===== config.mk =====
export PLATFORM = sky130hd
export DESIGN_NAME = pcr_clock_reset
export DESIGN_NICKNAME = d
export VERILOG_FILES = /design/src/hdl/pcr_pkg.sv /design/src/hdl/pcr_clock_reset.sv
export SDC_FILE = /design/constraint.sdc
export NUM_CORES = 1
export LEC_CHECK = 0
export BUFFER_PORTS_ARGS = -buffer_cell sky130_fd_sc_hd__buf_2
export CAP_MARGIN = 25
export CORE_MARGIN = 4
export CORE_UTILIZATION = 45
export DETAILED_ROUTE_END_ITERATION = 8
export HOLD_SLACK_MARGIN = 0.12
export PLACE_DENSITY_LB_ADDON = 0.2
export SLEW_MARGIN = 20
export SYNTH_ARGS = -nofsm -noshare
export SYNTH_HDL_FRONTEND = slang
export SYNTH_SLANG_ARGS = --single-unit
export TNS_END_PERCENT = 5

===== constraint.sdc =====
create_clock -name mclk -period 3.3 [get_ports mclk]
set_clock_uncertainty 0.15 [all_clocks]
set_input_delay 0.165 -clock mclk [delete_from_list [all_inputs] [get_ports mclk]]
set_output_delay 0.165 -clock mclk [all_outputs]
set_load 0.01 [all_outputs]

===== src/hdl/pcr_pkg.sv =====
package pcr_pkg;
	// Register byte offsets
	localparam logic [11:0] PCR_CTRL_OFS   = 12'h000;
	localparam logic [11:0] PCR_STATUS_OFS = 12'h004;
	localparam logic [11:0] PCR_PCG_OFS    = 12'h008;
	// Control register field positions
	localparam int PCR_MUL_LSB   = 0;
	localparam int PCR_MUL_W     = 6;
	localparam int PCR_PDIV_LSB  = 8;
	localparam int PCR_HALVE_BIT = 10;
	localparam int PCR_SDR_LSB   = 12;
	localparam int PCR_SDR_W     = 3;
	// Generator register field positions
	localparam int PCR_FSD_LSB   = 0;
	localparam int PCR_FSP_LSB   = 8;
	localparam int PCR_GEN_EN    = 16;
	// Reset values
	localparam logic [1:0] PCR_PDIV_RST  = 2'h0;
	localparam logic [2:0] PCR_SDR_RST   = 3'h2;
	localparam logic [7:0] PCR_FSD_RST   = 8'h04;
	localparam logic [7:0] PCR_FSP_RST   = 8'h00;
	// Multiplier chosen by each strap setting
	localparam logic [5:0] PCR_STRAP_MUL0 = 6'h08;
	localparam logic [5:0] PCR_STRAP_MUL1 = 6'h10;
	localparam logic [5:0] PCR_STRAP_MUL2 = 6'h20;
	localparam logic [5:0] PCR_STRAP_MUL3 = 6'h08;
	// Timing counts
	localparam logic [12:0] PCR_REF_HOLD     = 13'h1000;
	localparam logic [1:0]  PCR_CORE_HOLD    = 2'h2;
	localparam logic [6:0]  PCR_WD_PULSE     = 7'h40;
	localparam logic [4:0]  PCR_GEN_LEAD     = 5'h05;
	localparam logic [1:0]  PCR_FS_WIDTH     = 2'h2;
endpackage


===== src/hdl/pcr_clock_reset.sv =====
// Contract
// [RULE1] Core, memory and serial clocks come from the loop, a multiple of reference; here core and SDRAM clocks divide mclk, no serial clock
// [RULE2] Oscillator multiple equals two times the loop multiplier
// [RULE3] Core clock is oscillator over post divider 2/4/8/16; 2 during reset
// [RULE4] During reset the multiplier comes from the clock ratio straps
// [RULE5] Loop input is reference, or reference halved when halving enabled
// [RULE6] Software keeps reference times multiplier inside oscillator limits
// [RULE7] Peripheral clock period is exactly twice the core clock period
// [RULE8] SDRAM clock period is core period times the SDRAM ratio
// [RULE9] Ratios set by straps during reset, later by software register
// [RULE10] Core held in reset 4096 reference cycles plus 2 core cycles
// [RULE11] A missed sampling window may add one reference cycle, 4097 max
// [RULE12] External source holds reset low at least four reference cycles
// [RULE13] Watchdog reset falls on watchdog clock rise, low 64 periods minimum
// [RULE14] Generator trigger is sampled on falling edge of its input clock
// [RULE15] Generator output clock starts 2.5 input periods after trigger
// [RULE16] Frame sync follows trigger by 2.5 plus divisor minus phase periods
// [RULE17] Reset delay counts synced reference cycles, restarts on new reset
// [RULE18] Software ratio changes never cause runt clock pulses
`timescale 1ns/1ps
module pcr_clock_reset
	import pcr_pkg::*;
(
	input  wire logic        mclk,
	input  wire logic        rst,
	input  wire logic        psel,
	input  wire logic        penable,
	input  wire logic        pwrite,
	input  wire logic [31:0] paddr,
	input  wire logic [31:0] pwdata,
	output logic      [31:0] prdata,
	output logic             pready,
	output logic             pslverr,
	input  wire logic        reference_clock_input,
	input  wire logic        reset_in_n,
	input  wire logic [1:0]  clock_ratio_strap,
	input  wire logic        watchdog_clock,
	input  wire logic        watchdog_expire,
	input  wire logic        gen_input_clock,
	input  wire logic        gen_trigger,
	output logic             core_clock,
	output logic             peripheral_clock,
	output logic             sdram_clock,
	output logic             core_reset,
	output logic             reset_output_n,
	output logic             gen_clock_out,
	output logic             gen_frame_sync
);
	// Pin synchronisers: stage one feeds stage two only
	// Straps are static while sampled, so each bit may cross on its own
	logic [6:0] sync1_q;
	logic [6:0] sync2_q;
	always_ff @(posedge mclk) begin
		sync1_q <= {gen_trigger, gen_input_clock, watchdog_clock, clock_ratio_strap,
			reset_in_n, reference_clock_input};
		sync2_q <= sync1_q;
	end
	wire       ref_s   = sync2_q[0];
	wire       rstn_s  = sync2_q[1];
	wire [1:0] strap_s = sync2_q[3:2];
	wire       wdc_s   = sync2_q[4];
	wire       gclk_s  = sync2_q[5];
	wire       gtrg_s  = sync2_q[6];

	// Edge history of synced clocks
	logic ref_d_q;
	logic wdc_d_q;
	logic gclk_d_q;
	always_ff @(posedge mclk) begin
		ref_d_q  <= ref_s;
		wdc_d_q  <= wdc_s;
		gclk_d_q <= gclk_s;
	end
	wire ref_rise  = ref_s & ~ref_d_q;
	wire wdc_rise  = wdc_s & ~wdc_d_q;
	wire gclk_fall = ~gclk_s & gclk_d_q;
	wire gclk_edge = gclk_s ^ gclk_d_q;

	// Control and generator register state
	logic [5:0] mul_q;
	logic [1:0] pdiv_q;
	logic       halve_q;
	logic [2:0] sdr_q;
	logic [7:0] fsd_q;
	logic [7:0] fsp_q;
	logic       gen_en_q;

	// Strap decode; straps only steer the loop while core reset holds
	wire [5:0] strap_mul = (strap_s == 2'h0) ? PCR_STRAP_MUL0 :
		(strap_s == 2'h1) ? PCR_STRAP_MUL1 :
		(strap_s == 2'h2) ? PCR_STRAP_MUL2 : PCR_STRAP_MUL3;
	// Effective loop settings; register values apply once core reset ends
	wire [5:0] eff_mul  = core_reset ? strap_mul : mul_q;   // [RULE4]
	wire [1:0] eff_pdiv = core_reset ? PCR_PDIV_RST : pdiv_q; // [RULE3]
	// Oscillator multiple of the loop input, and of the reference itself
	wire [6:0] vco_mult = {eff_mul, 1'b0};                    // [RULE2]
	wire [7:0] vco_ref  = halve_q ? {2'b00, eff_mul} : {1'b0, vco_mult}; // [RULE5]

	// Core reset sequencing: synced release, 4096 reference edges, 2 core edges
	// A release that just misses the synchroniser costs one more reference edge
	// Any new pin low or bus reset restarts both counts from zero
	logic [12:0] ref_cnt_q;
	logic [1:0]  core_cnt_q;
	logic        core_rise;
	wire         ref_done  = (ref_cnt_q == PCR_REF_HOLD);
	wire         core_done = (core_cnt_q == PCR_CORE_HOLD);
	always_ff @(posedge mclk) begin
		if (rst || !rstn_s) begin
			ref_cnt_q  <= 13'h0000;                            // [RULE17]
			core_cnt_q <= 2'h0;
			core_reset <= 1'b1;
		end else begin
			if (ref_rise && !ref_done)
				ref_cnt_q <= ref_cnt_q + 13'h0001;             // [RULE10] [RULE11]
			if (ref_done && core_rise && !core_done)
				core_cnt_q <= core_cnt_q + 2'h1;
			if (core_done)
				core_reset <= 1'b0;                            // [RULE10]
		end
	end

	// Core clock divider; new divider taken only at a period boundary
	// Half period in mclk cycles, reloaded only as a high phase ends,
	// so a ratio change never shortens a pulse
	logic [3:0] half_q;
	logic [3:0] hcnt_q;
	wire  [3:0] half_new = 4'h1 << eff_pdiv;
	wire        half_end = (hcnt_q == half_q - 4'h1);
	assign core_rise = half_end & ~core_clock;
	always_ff @(posedge mclk) begin
		if (rst) begin
			core_clock <= 1'b0;
			hcnt_q     <= 4'h0;
			half_q     <= 4'h1;
		end else if (half_end) begin
			core_clock <= ~core_clock;                         // [RULE1]
			hcnt_q     <= 4'h0;
			if (core_clock)
				half_q <= half_new;                            // [RULE18]
		end else begin
			hcnt_q <= hcnt_q + 4'h1;
		end
	end

	// Peripheral clock at half the core rate, SDRAM clock at core over ratio
	// Ratio zero acts as one; a new ratio waits for the end of a high phase
	logic [2:0] sdr_cur_q;
	logic [2:0] sdr_cnt_q;
	wire  [2:0] sdr_lim  = (sdr_cur_q == 3'h0) ? 3'h1 : sdr_cur_q;
	wire        sdr_edge = half_end && (sdr_cnt_q == sdr_lim - 3'h1);
	always_ff @(posedge mclk) begin
		if (rst) begin
			peripheral_clock <= 1'b0;
			sdram_clock      <= 1'b0;
			sdr_cnt_q        <= 3'h0;
			sdr_cur_q        <= PCR_SDR_RST;
		end else begin
			if (core_rise)
				peripheral_clock <= ~peripheral_clock;         // [RULE7]
			if (sdr_edge) begin
				sdram_clock <= ~sdram_clock;                   // [RULE8]
				sdr_cnt_q   <= 3'h0;
				if (sdram_clock)
					sdr_cur_q <= sdr_q;                        // [RULE18]
			end else if (half_end) begin
				sdr_cnt_q <= sdr_cnt_q + 3'h1;
			end
		end
	end

	// Watchdog reset pulse: arm on expiry, fall on watchdog clock rise
	// An expiry during a pulse re-arms for one more pulse afterwards
	logic       wd_arm_q;
	logic [6:0] wd_cnt_q;
	always_ff @(posedge mclk) begin
		if (rst) begin
			wd_arm_q       <= 1'b0;
			wd_cnt_q       <= 7'h00;
			reset_output_n <= 1'b1;
		end else begin
			if (watchdog_expire)
				wd_arm_q <= 1'b1;
			if (wdc_rise && wd_arm_q && reset_output_n) begin
				reset_output_n <= 1'b0;                        // [RULE13]
				wd_arm_q       <= watchdog_expire;
				wd_cnt_q       <= 7'h00;
			end else if (wdc_rise && !reset_output_n) begin
				if (wd_cnt_q == PCR_WD_PULSE - 7'h01)
					reset_output_n <= 1'b1;                    // [RULE13]
				wd_cnt_q <= wd_cnt_q + 7'h01;
			end
		end
	end

	// Precision generator: edges counted in input half periods
	// Clock and frame sync both wait for the fifth input edge after the trigger
	// A phase at or above the divisor puts the first frame sync on that edge
	logic        gen_run_q;
	logic [4:0]  lead_q;
	logic        clk_on_q;
	logic [8:0]  fs_cnt_q;
	logic [1:0]  fs_w_q;
	wire  [7:0]  fs_gap   = (fsd_q > fsp_q) ? (fsd_q - fsp_q) : 8'h00;
	wire  [8:0]  fs_first = {fs_gap, 1'b0};
	wire  [8:0]  fs_again = (fsd_q == 8'h00) ? 9'h002 : {fsd_q, 1'b0};
	always_ff @(posedge mclk) begin
		if (rst || !gen_en_q) begin
			gen_run_q      <= 1'b0;
			lead_q         <= 5'h00;
			clk_on_q       <= 1'b0;
			fs_cnt_q       <= 9'h000;
			fs_w_q         <= 2'h0;
			gen_clock_out  <= 1'b0;
			gen_frame_sync <= 1'b0;
		end else if (!gen_run_q) begin
			if (gclk_fall && gtrg_s) begin
				gen_run_q <= 1'b1;                             // [RULE14]
				lead_q    <= 5'h00;
				fs_cnt_q  <= fs_first;
			end
		end else if (gclk_edge) begin
			if (lead_q != PCR_GEN_LEAD)
				lead_q <= lead_q + 5'h01;
			if (lead_q == PCR_GEN_LEAD - 5'h01) begin
				clk_on_q      <= 1'b1;
				gen_clock_out <= 1'b1;                         // [RULE15]
			end else if (clk_on_q && gclk_fall) begin
				gen_clock_out <= ~gen_clock_out;
			end
			if (lead_q == PCR_GEN_LEAD - 5'h01 || lead_q == PCR_GEN_LEAD) begin
				if (fs_w_q != 2'h0) begin
					fs_w_q <= fs_w_q - 2'h1;
					if (fs_w_q == 2'h1)
						gen_frame_sync <= 1'b0;
				end
				if (fs_cnt_q == 9'h000 && lead_q == PCR_GEN_LEAD - 5'h01 ||
					fs_cnt_q == 9'h001 && lead_q == PCR_GEN_LEAD) begin
					gen_frame_sync <= 1'b1;                    // [RULE16]
					fs_w_q         <= PCR_FS_WIDTH;
					fs_cnt_q       <= fs_again;
				end else if (lead_q == PCR_GEN_LEAD) begin
					fs_cnt_q <= fs_cnt_q - 9'h001;
				end
			end
		end
	end

	// APB decode
	wire [11:0] ofs     = paddr[11:0];
	wire        hit_ctl = (ofs == PCR_CTRL_OFS);
	wire        hit_sts = (ofs == PCR_STATUS_OFS);
	wire        hit_gen = (ofs == PCR_PCG_OFS);
	wire        mapped  = (paddr[31:12] == 20'h00000) & (hit_ctl | hit_sts | hit_gen);
	wire        access  = psel & penable & ~pready;
	wire        wr_take = psel & penable & pready & pwrite & mapped;
	wire [31:0] ctl_rd  = {17'h00000, sdr_q, 1'b0, halve_q, pdiv_q, 2'h0, mul_q};
	// Status: divider, straps, run, resets, then the two oscillator multiples
	wire [31:0] sts_rd  = {8'h00, vco_ref, vco_mult, 2'h0, core_reset, reset_output_n,
		gen_run_q, strap_s, eff_pdiv};
	wire [31:0] gen_rd  = {15'h0000, gen_en_q, fsp_q, fsd_q};
	wire [31:0] rd_mux  = hit_ctl ? ctl_rd : hit_sts ? sts_rd : hit_gen ? gen_rd : 32'h0;

	// APB answer: one wait state, error on unmapped address
	// Ready drops right after each answer, so a held request is answered again only every second cycle
	always_ff @(posedge mclk) begin
		if (rst) begin
			pready  <= 1'b0;
			pslverr <= 1'b0;
			prdata  <= 32'h00000000;
		end else begin
			pready  <= access;
			pslverr <= access & ~mapped;
			prdata  <= (access && !pwrite && mapped) ? rd_mux : 32'h00000000;
		end
	end

	// Register writes; straps load the multiplier as core reset holds
	// Generator writes also wait for core reset to end
	always_ff @(posedge mclk) begin
		if (rst) begin
			mul_q    <= PCR_STRAP_MUL0;
			pdiv_q   <= PCR_PDIV_RST;
			halve_q  <= 1'b0;
			sdr_q    <= PCR_SDR_RST;
			fsd_q    <= PCR_FSD_RST;
			fsp_q    <= PCR_FSP_RST;
			gen_en_q <= 1'b0;
		end else if (core_reset) begin
			mul_q  <= strap_mul;                               // [RULE9]
			pdiv_q <= PCR_PDIV_RST;
		end else if (wr_take && hit_ctl) begin
			mul_q   <= pwdata[PCR_MUL_LSB +: PCR_MUL_W];       // [RULE9]
			pdiv_q  <= pwdata[PCR_PDIV_LSB +: 2];
			halve_q <= pwdata[PCR_HALVE_BIT];
			sdr_q   <= pwdata[PCR_SDR_LSB +: PCR_SDR_W];
		end else if (wr_take && hit_gen) begin
			fsd_q    <= pwdata[PCR_FSD_LSB +: 8];
			fsp_q    <= pwdata[PCR_FSP_LSB +: 8];
			gen_en_q <= pwdata[PCR_GEN_EN];
		end
	end
endmodule


**Yosys cells after proc, flatten, opt, wreduce, memory -nomap -nowiden**

Cells that the tools add are included.

- Output and inout bits: 41
- Bits in registers: 141

- Equality and inequality tests: 18
- Bitwise logic cells: 27
- $add $sub $neg: 11
- Shift operators: 1
- Multiplexer cells: 38
- Reductions and logical operators: 59
- Order comparisons: 1

Operator list:

| cell | count |
|---|---|
| two-way mux 9 bit | 7 |
| two-way mux 6 bit | 6 |
| two-way mux 23 bit | 1 |
| zero test 20 bit | 1 |
| two-way mux 5 bit | 4 |
| nonzero test 2 bit | 9 |
| two-way mux 17 bit | 1 |
| logical AND 1 bit | 15 |
| two-way mux 15 bit | 1 |
| adder 13 x 1 -> 13 bit, second input constant | 1 |
| == test 13 bit, second input constant | 1 |
| inverter 1 bit | 13 |
| == test 12 x 3 -> 1 bit, second input constant | 1 |
| == test 12 x 4 -> 1 bit, second input constant | 1 |
| zero test 12 bit | 1 |
| two-way mux 1 bit | 12 |
| AND reduction 3 bit | 4 |
| bitwise AND 1 bit | 11 |
| == test 5 x 3 -> 1 bit, second input constant | 2 |
| OR reduction 2 bit | 5 |
| == test 9 x 1 -> 1 bit, second input constant | 1 |
| zero test 9 bit | 1 |
| subtractor 9 x 1 -> 9 bit, second input constant | 1 |
| > comparator 8 bit | 1 |
| 36 further kinds | 54 |

**Longest topological paths before layout**

Gate-level depths: netlist (run 1).

- Word-level depth: 8
- Depth in mapped cells: 10
- Mapped depth without buffers: 10

**Worst setup path after synthesis (run 1)**

No wires, ideal clock.

- Kind: register to register
- Start: register lead_q[1]
- End: register fs_cnt_q[0]
- Stages on the path, launching flop included: 10
- Required time: 3.079 ns
- Buffers on the path: 1
- Data arrival time: 2.191 ns
- Period minus slack after synthesis: 2.411 ns
- Setup time: 0.071 ns
- Path slack: 0.889 ns
- Cell sequence: dfxtp_1 -> inv_1 -> ha_1 -> nor4bb_1 -> a22oi_1 -> or4b_4 -> a32oi_4 -> buf_6 -> nand4_1 -> a21oi_1

- Word-level cells in the longest chain between the ends: 7
- Elaborated cells on any way between the ends: 13
- Those cells by class: eq/ne (4); mux (4); reduce/logical (5)

RTL lines:

| item | line | text |
|---|---|---|
| start, declared | pcr_clock_reset.sv:199 | `logic [4:0] lead_q;` |
| start signal, assigned | pcr_clock_reset.sv:223 | `lead_q <= lead_q + 5'h01;` |
| == test 5 x 3 -> 1 bit (on tied branches) | n/a |  |
| logical AND 1 bit (on tied branches) | pcr_clock_reset.sv:236, pcr_clock_reset.sv:237 |  |
| logical OR 1 bit | pcr_clock_reset.sv:236 | `if (fs_cnt_q == 9'h000 && lead_q == PCR_GEN_LEAD - 5'h01 \|\|` |
| two-way mux 9 bit | pcr_clock_reset.sv:236 |  |
| two-way mux 9 bit | pcr_clock_reset.sv:230 | `if (lead_q == PCR_GEN_LEAD - 5'h01 \|\| lead_q == PCR_GEN_LEAD) begin` |
| two-way mux 9 bit | pcr_clock_reset.sv:221 | `end else if (gclk_edge) begin` |
| two-way mux 9 bit | pcr_clock_reset.sv:215 | `end else if (!gen_run_q) begin` |
| end signal, assigned | pcr_clock_reset.sv:219 | `fs_cnt_q <= fs_first;` |
| end signal, assigned | pcr_clock_reset.sv:240 | `fs_cnt_q <= fs_again;` |
| end signal, assigned | pcr_clock_reset.sv:242 | `fs_cnt_q <= fs_cnt_q - 9'h001;` |
| end, declared | pcr_clock_reset.sv:201 | `logic [8:0] fs_cnt_q;` |

Several ways; a longest one is shown, not always the timed one. The select of a mux whose other input is x is not followed.
A chain may end at the register's enable or synchronous reset.

**Final worst setup path (run 1)**

- Start: register lead_q[1]
- End: register fs_cnt_q[2]

Same word-level chain as after synthesis.

==> results of run 1 <==
cells in the final DEF, fill, tap and decap left out, types with 20 or more instances in the layout:
cell           netlist  layout
xnor2_1             24      24
mux2i_1             38      38
buf_2                5      93
dfxtp_1            133     133
xor2_1              20      20
nand3_1             21      21
dlygate4sd3_1        0      34
nand2_1             33      33
ha_1                27      27
inv_1               31      31
nor2_1             104     104
report_power, final:
part | leakage (nW) | internal, mW | switching, mW | total (mW)
Clock | 0.314 | 1.33 | 0.684 | 2.01
Combinational | 1.80 | 0.0944 | 0.0845 | 0.179
Sequential | 1.08 | 1.63 | 0.0219 | 1.66
worst max path at each step:
| stage | from | end | slack [ps] | depth (start not counted) |
|---|---|---|---|---|
| 6_report | lead_q[1]$_SDFFE_PP0P_ | fs_cnt_q[2]$_SDFFE_PP0P_ | 360 | 8 |
| 5_1_grt | lead_q[1]$_SDFFE_PP0P_ | fs_cnt_q[7]$_SDFFE_PP0P_ | 150 | 8 |
| 4_1_cts | lead_q[1]$_SDFFE_PP0P_ | fs_cnt_q[2]$_SDFFE_PP0P_ | 380 | 8 |
| 3_5_place_dp | lead_q[1]$_SDFFE_PP0P_ | fs_cnt_q[4]$_SDFFE_PP0P_ | 400 | 8 |
| 3_3_place_gp | lead_q[1]$_SDFFE_PP0P_ | fs_cnt_q[0]$_SDFFE_PP0P_ | 520 | 8 |
| 2_1_floorplan | lead_q[1]$_SDFFE_PP0P_ | fs_cnt_q[0]$_SDFFE_PP0P_ | 890 | 9 |
kinds of logic after synthesis:
kind of cell,Yosys count
AO/OA/AOI/OAI,94
XOR/XNOR,44
buffers and inverters,62
other,1
AND/OR/NAND/NOR,249
flip-flops,133
adder cells (fa/ha/maj),28
multiplexers,40
layer usage:
metal / GRT usage, % / vias up / wire length (um)
met5: 0 / - / 0
met4: 9.20 / 0 / 405
met3: 4.62 / 29 / 675
met2: 32.1 / 117 / 6690
met1: 25.0 / 2318 / 6510
li1: - / 2541 / -
state kept, by name, indices dropped and copies added (netlist names), 2 cells and up:
signal,count
lead_q,5
prdata,23
fs_cnt_q,9
sdr_q,3
mul_q,6
fsp_q,8
hcnt_q,4
sdr_cur_q,3
wd_cnt_q,7
fsd_q,8
sync2_q,7
half_q,4
fs_w_q,2
sdr_cnt_q,3
sync1_q,7
core_cnt_q,2
pdiv_q,2
ref_cnt_q,13
what timing repair did:
item                                   4_1_cts  5_1_grt
endpoints found under the hold margin       48        0
hold buffers                                34        0
buffers inserted                             0        0
layout make-up:
type | instances | area [um^2] | share of cell area (%)
clock buffers | 21 | 470 | 6.21
repair buffers | 134 | 858 | 11.3
clock inverters | 11 | 173 | 2.28
flip-flops and latches | 133 | 2660 | 35.1
well taps | 172 | 215 | 2.84
inverters | 32 | 120 | 1.58
multi-input cells | 464 | 3080 | 40.6
==> metrics.cfg, run 1 <==
[synthesis]
synthAdderAreaFrac_pct=5.97
synthArstFlopShare_pct=0
yosysWarnings=0
synth_top_family_by_area=simple AND/OR/NAND/NOR gates
synthXorXnorAreaFrac_pct=6.43
synth.top_cell.area_share_pct=44.4
yosysSeqAreaShare_pct=44.4
synthSimpleGateAreaFrac_pct=20.5
avgSynthCellArea_um2=9.21
syn-cell-area_um2=5990
yosysUniqueCellTypes=59
synth_area_leader_cell=dfxtp_1
synthTopCellsByArea=dfxtp_1 (44%), nor2_1 (6.5%), mux2i_1 (6.3%)
synth_mux_area_share_pct=6.72
yosys-top-cells-count=dfxtp_1 (133), nor2_1 (104), mux2i_1 (38)
synthCells=651
synth-main-ff-cell=dfxtp_1
ys_ff_latch=133
yosysMostFrequentCell=dfxtp_1
synth-edff-count=0
synth_compound_area_share_pct=11.2

[worst_setup_path]
crit_path_start_kind=flip-flop
path_buf_inv=1
r2r_slack_ps=360
worstPathArrival_ps=3130
rr_worst_depth=8
slowest_delay_ps=680
r2r-start=lead_q[1]$_SDFFE_PP0P_
critPathMaxFanout=21
cp_top_family=simple AND/OR/NAND/NOR gates
cp_data_required_time_ps=3490
worst-setup-path-type=reg -> reg
path_cells=inv_1, ha_1, nor4bb_1, a22oi_1, or4b_4, a32oi_4, o21ai_0, a31oi_1
r2r_end=fs_cnt_q[2]$_SDFFE_PP0P_
end_kind=flip-flop
crit_slowest_cell=or4b_4

[place]
placedCellCount=901
dp_hpwl_mm=10.4
gp_congestion=0.896
place_area_um2=6600
dp_slack_ps=398
portBuffers=93

[sta]
tightestPinTransition_ps=717
tns_ps=0
period_share_pct=89.1
maxSlewViolCount=0
finalHoldViolations=0
max_slew_margin_pct=51.9
fmax_ghz=0.340
rsz0062_at_grt=no
setup_slack_ps=359
setup_viol=0
hold_ws_ps=175
timing.final.crit_period_ps=2940

[layout]
drive_gt1_share_pct=18.2
final_util_pct=59.1
layout.nets=887
diodes=0
final_cell_area_um2=7580
stdcell_count=967
synthToLayoutAreaGrowth_pct=26.5
nFillCells=1144

[floorplanning]
rows=41
dieArea_um2=15200
die_w_um=123
core-area_um2=12800
fp.dieH_um=123
ios=118
start_util_pct=46.7

[grt]
grt_antenna_before_repair=0
grt_max_degree=38
grt_usage_pct=19.8
grt_overflow=0
grt_pass1_wl_mm=23.7
grt_pass1_vias=4948

[detailed_routing]
drtIter0Drc=361
viasPerCell=5.18
num_vias=5005
routed_wl_mm=14.3
ant_nets=0
dr.pass1.iters=5
drc=0
wl_per_cell_um=14.8

[clock_tree]
cts_made_buffers=17
clock-sinks=133
clk_pin_slew_worst_paths_ps=60
cts_root_buf=clkbuf_16
ctsHtreeMaxLevel=4
post_cts_resized=0
cts_tree=yes
clk_latency_ps=420
clock_path_buffers=2

[power_and_ir_drop]
p_leak_nw=3.20
powerDensity_nw_per_um2=507
ir_worst_vdd_uv=311
power.total_mw=3.85

[flow_run]
drv_cap=0

[min_path]
min_path_cells=0
min_path_type=reg -> reg
holdPathEnd=sync2_q[1]$_DFF_P_
min_from=sync1_q[1]$_DFF_P_

[outcome]
status=finished clean

Power figures use the tool's default switching activity.
==> run 2: changes to the inputs <==
--- a/config.mk
+++ b/config.mk
@@ -8,7 +8,7 @@
 export BUFFER_PORTS_ARGS = -buffer_cell sky130_fd_sc_hd__buf_2
 export CAP_MARGIN = 25
 export CORE_MARGIN = 4
-export CORE_UTILIZATION = 45
+export CORE_UTILIZATION = 50
 export DETAILED_ROUTE_END_ITERATION = 8
 export HOLD_SLACK_MARGIN = 0.12
 export PLACE_DENSITY_LB_ADDON = 0.2
==> run 2 against run 1 <==
Against the previous run:
- die area is 9.4% lower
- final cell count is 2.5% lower
- clock power is 8% higher
- via count is 3.8% higher
- power is 4.4% higher
- setup slack better by 8.0 ps
- combinational power hardly changed
- fmax is 0.27% higher
- routed wire length is 2.0% higher
- sequential share of layout area is 0.25 points lower
==> metrics.cfg, run 2 (synthesized netlist as in run 1, its figures left out) <==
[outcome]
status=finished clean

[worst_setup_path]
critPathMaxFanout=21  ; unchanged
crit_path_start_kind=flip-flop
cp_data_required_time_ps=3490  ; about the same
end_kind=flip-flop
worst-setup-path-type=reg -> reg
worstPathArrival_ps=3120  ; about the same

[layout]
reg_top3=prdata: 23 flops, ref_cnt_q: 13 flops, fs_cnt_q: 9 flops
synthToLayoutAreaGrowth_pct=27.4
largest_register_ffs=23  ; unchanged
layout_commonest_cell=dfxtp_1
diodes=0  ; unchanged
layout.nets=892  ; +0.56%
largest_register=prdata
drive_gt1_share_pct=18.3  ; about the same
stdcell_count=943  ; -2.5%
layout_common_cells=dfxtp_1 (133), nor2_1 (104), buf_2 (93)

[power_and_ir_drop]
p_leak_nw=3.25  ; +1.7%
powerDensity_nw_per_um2=526  ; +3.6%
ir_worst_vdd_uv=447  ; +44%

[detailed_routing]
wl_per_cell_um=15.5  ; +4.6%
ant_nets=0  ; unchanged
drc=0  ; unchanged
num_vias=5197  ; +3.8%
viasPerCell=5.51  ; +6.5%
drtIter0Drc=473  ; +31%
routed_wl_mm=14.6  ; +2.0%
dr.pass1.iters=7  ; +2

[clock_tree]
cts_root_buf=clkbuf_16
clk_pin_slew_worst_paths_ps=60  ; about the same
cts_tree=yes
clock-sinks=133  ; unchanged
clk_latency_ps=410  ; about the same
clock_path_buffers=2  ; unchanged
post_cts_buffers=0  ; unchanged
cts_hold_buf=39  ; +15%
ctsHtreeMaxLevel=4  ; unchanged
post_cts_resized=0  ; unchanged
cts_made_buffers=17  ; unchanged

[sta]
rsz0062_at_grt=no
tns_ps=0  ; unchanged
timing.final.crit_period_ps=2930  ; -7.98 ps
setup_viol=0  ; unchanged
maxSlewViolCount=0  ; unchanged
finalHoldViolations=0  ; unchanged
period_share_pct=88.9  ; -0.24 points
tightestPinTransition_ps=780  ; +63.5 ps
max_slew_margin_pct=47.6  ; -4.3 points
fmax_ghz=0.341  ; +0.27%

[min_path]
min_path_type=reg -> reg

[grt]
grt_antenna_before_repair=0  ; unchanged
grt_usage_pct=21.3  ; +1.5 points
grt_overflow=0  ; unchanged
grt_pass1_vias=5049  ; +2.0%
grt_max_degree=26  ; -32%
grt_pass1_wl_mm=24.2  ; +2.0%

[floorplanning]
fp.dieH_um=117  ; -4.8%
rows=39  ; -4.9%
ios=118  ; unchanged
core-area_um2=11600  ; -9.8%
start_util_pct=51.8  ; +5.1 points
dieArea_um2=13800  ; -9.4%
die_w_um=117  ; -4.8%

[place]
portBuffers=93  ; unchanged
gp_congestion=0.835  ; -6.8%
dp_hpwl_mm=10.2  ; -2.0%
placedCellCount=872  ; -3.2%

[flow_run]
drv_cap=0  ; unchanged

==> run 2: cell count changes in the layout (fill, tap and decap cells not counted) <==
cell,delta
clkbuf_1,-1
bufinv_16,+2
clkbuf_8,-2
inv_6,+3
clkinv_2,-1
dlygate4sd3_1,+5
clkinv_4,-1
==> run 2: worst paths after layout <==
| kind | from | endpoint | slack, ps | cells past startpoint |
|---|---|---|---|---|
| max | lead_q[1]$_SDFFE_PP0P_ | fs_cnt_q[2]$_SDFFE_PP0P_ | 370 | 8 |
| min | sync1_q[6]$_DFF_P_ | sync2_q[6]$_DFF_P_ | 180 | 0 |
| max reg2reg | lead_q[1]$_SDFFE_PP0P_ | fs_cnt_q[2]$_SDFFE_PP0P_ | 370 | 8 |
| min reg2reg | sync1_q[6]$_DFF_P_ | sync2_q[6]$_DFF_P_ | 180 | 0 |
==> run 2: final cells by class <==
type / count / area (um^2)
fillers: 949 / 3930
multi-input cells: 464 / 3080
flip-flops and latches: 133 / 2660
repair buffers: 139 / 908
clock buffers: 18 / 439
clock inverters: 14 / 245
well taps: 143 / 179
inverters: 32 / 120
==> run 2: per-layer routing <==
metal  global-route usage, %  vias up  routed length, um
met5                       0        -                  0
met1                    25.7     2471               6140
met2                    37.6      152               7400
li1                        -     2553                  -
met3                    4.42       21                797
met4                    7.84        0                240
==> run 2: worst max-delay path: stages (launching register included) <==
cell,delay (ps)
dfxtp_1,340
inv_1,90
ha_1,160
nor4bb_1,390
a22oi_1,120
or4b_4,690
a32oi_4,550
o21ai_0,170
a31oi_1,200
==> run 2: power by group <==
part	leakage, nW	switching (mW)	internal (mW)
Combinational	1.84	0.0850	0.0934
Sequential	1.08	0.0216	1.63
Clock	0.332	0.732	1.45
==> run 2: per-stage QoR <==
step                hold slack (ps)  utilization [%]  total power [mW]  setup WS [ps]  cell area (um^2)
finish                          176             66.0              4.01            367              7630
global placement                117             56.7              1.83            531              6560
detailed placement              119             56.7              1.84            433              6560
floorplan                      42.7                -              1.77            889              6020
global route                    180             66.0              4.14            147              7630
CTS                             177             66.0              4.04            369              7630
==> run 3: changes to the inputs <==
--- a/config.mk
+++ b/config.mk
@@ -7,7 +7,7 @@
 export LEC_CHECK = 0
 export BUFFER_PORTS_ARGS = -buffer_cell sky130_fd_sc_hd__buf_2
 export CAP_MARGIN = 25
-export CORE_MARGIN = 4
+export CORE_MARGIN = 3
 export CORE_UTILIZATION = 50
 export DETAILED_ROUTE_END_ITERATION = 8
 export HOLD_SLACK_MARGIN = 0.12
==> constraint.sdc (replaced) <==
create_clock -name mclk -period 3.3 [get_ports mclk]
set_clock_uncertainty 0.15 [all_clocks]
set_input_delay 0.165 -clock mclk [delete_from_list [all_inputs] [get_ports mclk]]
set_output_delay 0.165 -clock mclk [all_outputs]
set_load 0.1 [all_outputs]
==> run 3 against run 2 <==
Against the previous run:
- non-clock buffer count unchanged
- combinational power is 51% higher
- clock power shrank 16%
- worst hold slack barely moved
- sequential cell count unchanged
- setup slack got worse by 200 ps
- global-route usage is 1.7 points higher
- via count decreased by 0.73%
- die area shrank 3.4%
- fmax down 6.3%
- critical path depth unchanged
- sequential share of layout area increased by 0.49 points
- largest power group unchanged
==> metrics.cfg, run 3 (synthesized netlist as in run 1, its figures left out) <==
[outcome]
status=finished clean

[sta]
max_slew_margin_pct=47.3  ; -0.25 points
tns_ps=0  ; unchanged
finalHoldViolations=0  ; unchanged
rsz0062_at_grt=no
fmax_ghz=0.319  ; -6.3%
timing.final.crit_period_ps=3130  ; +198 ps
hold_ws_ps=176  ; -0.294 ps
period_share_pct=94.9  ; +6.0 points
maxSlewViolCount=0  ; unchanged
setup_viol=0  ; unchanged
tightestPinTransition_ps=784  ; +3.76 ps

[power_and_ir_drop]
netSwitchingFraction_pct=23.6  ; +2.7 points
ir_worst_vdd_uv=429  ; -4.0%
p_sw_mw=0.888  ; +5.9%
power_frac_clock_pct=48.8  ; -5.5 points
p_leak_nw=3.19  ; -2.0%
p_comb_share_pct=7.1  ; +2.7 points
p_seq_share_pct=44.0  ; +2.8 points
internal-power_mw=2.87  ; -9.5%
powerDensity_nw_per_um2=499  ; -5.0%

[layout]
layout_common_cells=dfxtp_1 (133), nor2_1 (104), buf_2 (93)
largest_register_ffs=23  ; unchanged
drive_gt1_share_pct=18.3  ; +0.023 points
reg_top3=prdata: 23 flops, ref_cnt_q: 13 flops, fs_cnt_q: 9 flops
largest_register=prdata
diodes=0  ; unchanged
synthToLayoutAreaGrowth_pct=25.6
stdcell_count=942  ; -0.11%
layout_commonest_cell=dfxtp_1
layout.nets=892  ; unchanged

[worst_setup_path]
path_buf_inv=3  ; +2
critPathMaxFanout=8  ; -62%
crit_slowest_cell=dlygate4sd3_1
worst-setup-path-type=in -> reg
slowest_delay_ps=630  ; -60 ps
cp_top_family=buffers and inverters
cp_data_required_time_ps=3490  ; about the same
path_cells=dlygate4sd3_1, buf_2, or4_1, dlygate4sd3_1, a2111oi_4, nand3_1, mux2i_1, a211oi_1
crit_path_start_kind=input pin
end_kind=flip-flop
worstPathArrival_ps=3320  ; +200 ps
path_common_cell=dlygate4sd3_1

[clock_tree]
clock-sinks=133  ; unchanged
clk_latency_ps=420  ; about the same
post_cts_resized=0  ; unchanged
ctsHtreeMaxLevel=4  ; unchanged
clock_path_buffers=2  ; unchanged
clk_pin_slew_worst_paths_ps=60  ; about the same
cts_tree=yes
cts_root_buf=clkbuf_16
cts_made_buffers=17  ; unchanged

[grt]
grt_max_degree=24  ; -7.7%
grt_pass1_vias=5073  ; +0.48%
grt_usage_pct=23.1  ; +1.7 points
grt_overflow=0  ; unchanged
grt_pass1_wl_mm=24.3  ; +0.29%
grt_antenna_before_repair=0  ; unchanged

[detailed_routing]
drc=0  ; unchanged
dr.pass1.iters=6  ; -1
ant_nets=0  ; unchanged
num_vias=5159  ; -0.73%
routed_wl_mm=14.4  ; -0.99%
wl_per_cell_um=15.3  ; -0.88%
drtIter0Drc=352  ; -26%
viasPerCell=5.48  ; -0.63%

[floorplanning]
ios=118  ; unchanged
dieArea_um2=13300  ; -3.4%
die_w_um=115  ; -1.7%
fp.dieH_um=115  ; -1.7%
start_util_pct=51.8  ; unchanged
rows=39  ; unchanged
core-area_um2=11600  ; unchanged

[flow_run]
drv_cap=0  ; unchanged

[place]
placedCellCount=873  ; +0.11%
dp_hpwl_mm=10.3  ; +1.0%
gp_congestion=0.842  ; +0.85%
portBuffers=93  ; unchanged

[min_path]
min_path_type=reg -> reg

run 3: changes by cell type in the layout (fill, tap and decap cells not counted), sizes merged:
cell	change
clkinv	+1
inv	-2
dlygate4sd3	-1
clkbuf	+1
clkinvlp	+3
buf	+1
bufinv	-4
run 3: power by group through the flow:
| stage | combinational, mW | clock, mW | sequential (mW) |
|---|---|---|---|
| global placement | 0.233 | 0 | 1.69 |
| floorplan | 0.126 | 0 | 1.74 |
| global route | 0.288 | 1.94 | 1.66 |
| CTS | 0.267 | 1.87 | 1.66 |
| detailed placement | 0.236 | 0 | 1.69 |
| finish | 0.268 | 1.84 | 1.66 |
run 3: worst register-to-register path: stages (launching register included):
cell,delay (ps)
dfxtp_1,340
inv_1,80
ha_1,150
nor4bb_1,430
a22oi_1,130
or4b_4,690
a32oi_4,550
o21ai_0,170
a31oi_1,180
run 3: layout make-up:
cell class	instances	area [um^2]
inverter	32	120
sequential	133	2660
multi-input combinational	464	3080
fill	981	4040
timing repair buffer	139	906
tap	143	179
clock inverter	12	128
clock buffer	19	453
run 3: worst paths after layout:
path | startpoint | slack [ps] | depth (start not counted) | to
hold reg to reg | sync1_q[6]$_DFF_P_ | 180 | 0 | sync2_q[6]$_DFF_P_
hold / removal | sync1_q[6]$_DFF_P_ | 180 | 0 | sync2_q[6]$_DFF_P_
setup / recovery | paddr[23] | 170 | 8 | mul_q[5]$_SDFFE_PP0P_
setup reg to reg | lead_q[1]$_SDFFE_PP0P_ | 350 | 8 | fs_cnt_q[4]$_SDFFE_PP0P_
run 3: metal layers:
layer,vias up,wire [um],GRT usage [%]
li1,2551,-,-
met5,-,0,0
met1,2464,6400,28.1
met3,25,603,5.85
met4,0,265,8.61
met2,119,7160,39.4
run 3: metrics by stage:
step	power, mW	utilization [%]	instance area, um^2	worst slack [ps]
floorplan	1.86	-	6020	819
global placement	1.92	56.8	6570	530
detailed placement	1.93	56.8	6570	409
CTS	3.79	65.1	7530	232
global route	3.89	65.1	7530	1.48
finish	3.76	65.1	7530	169
run 3: repair_timing:
action / CTS / global route
hold buffers: 38 / 0
setup buffers: 0 / 0
hold endpoints to repair: 49 / 0
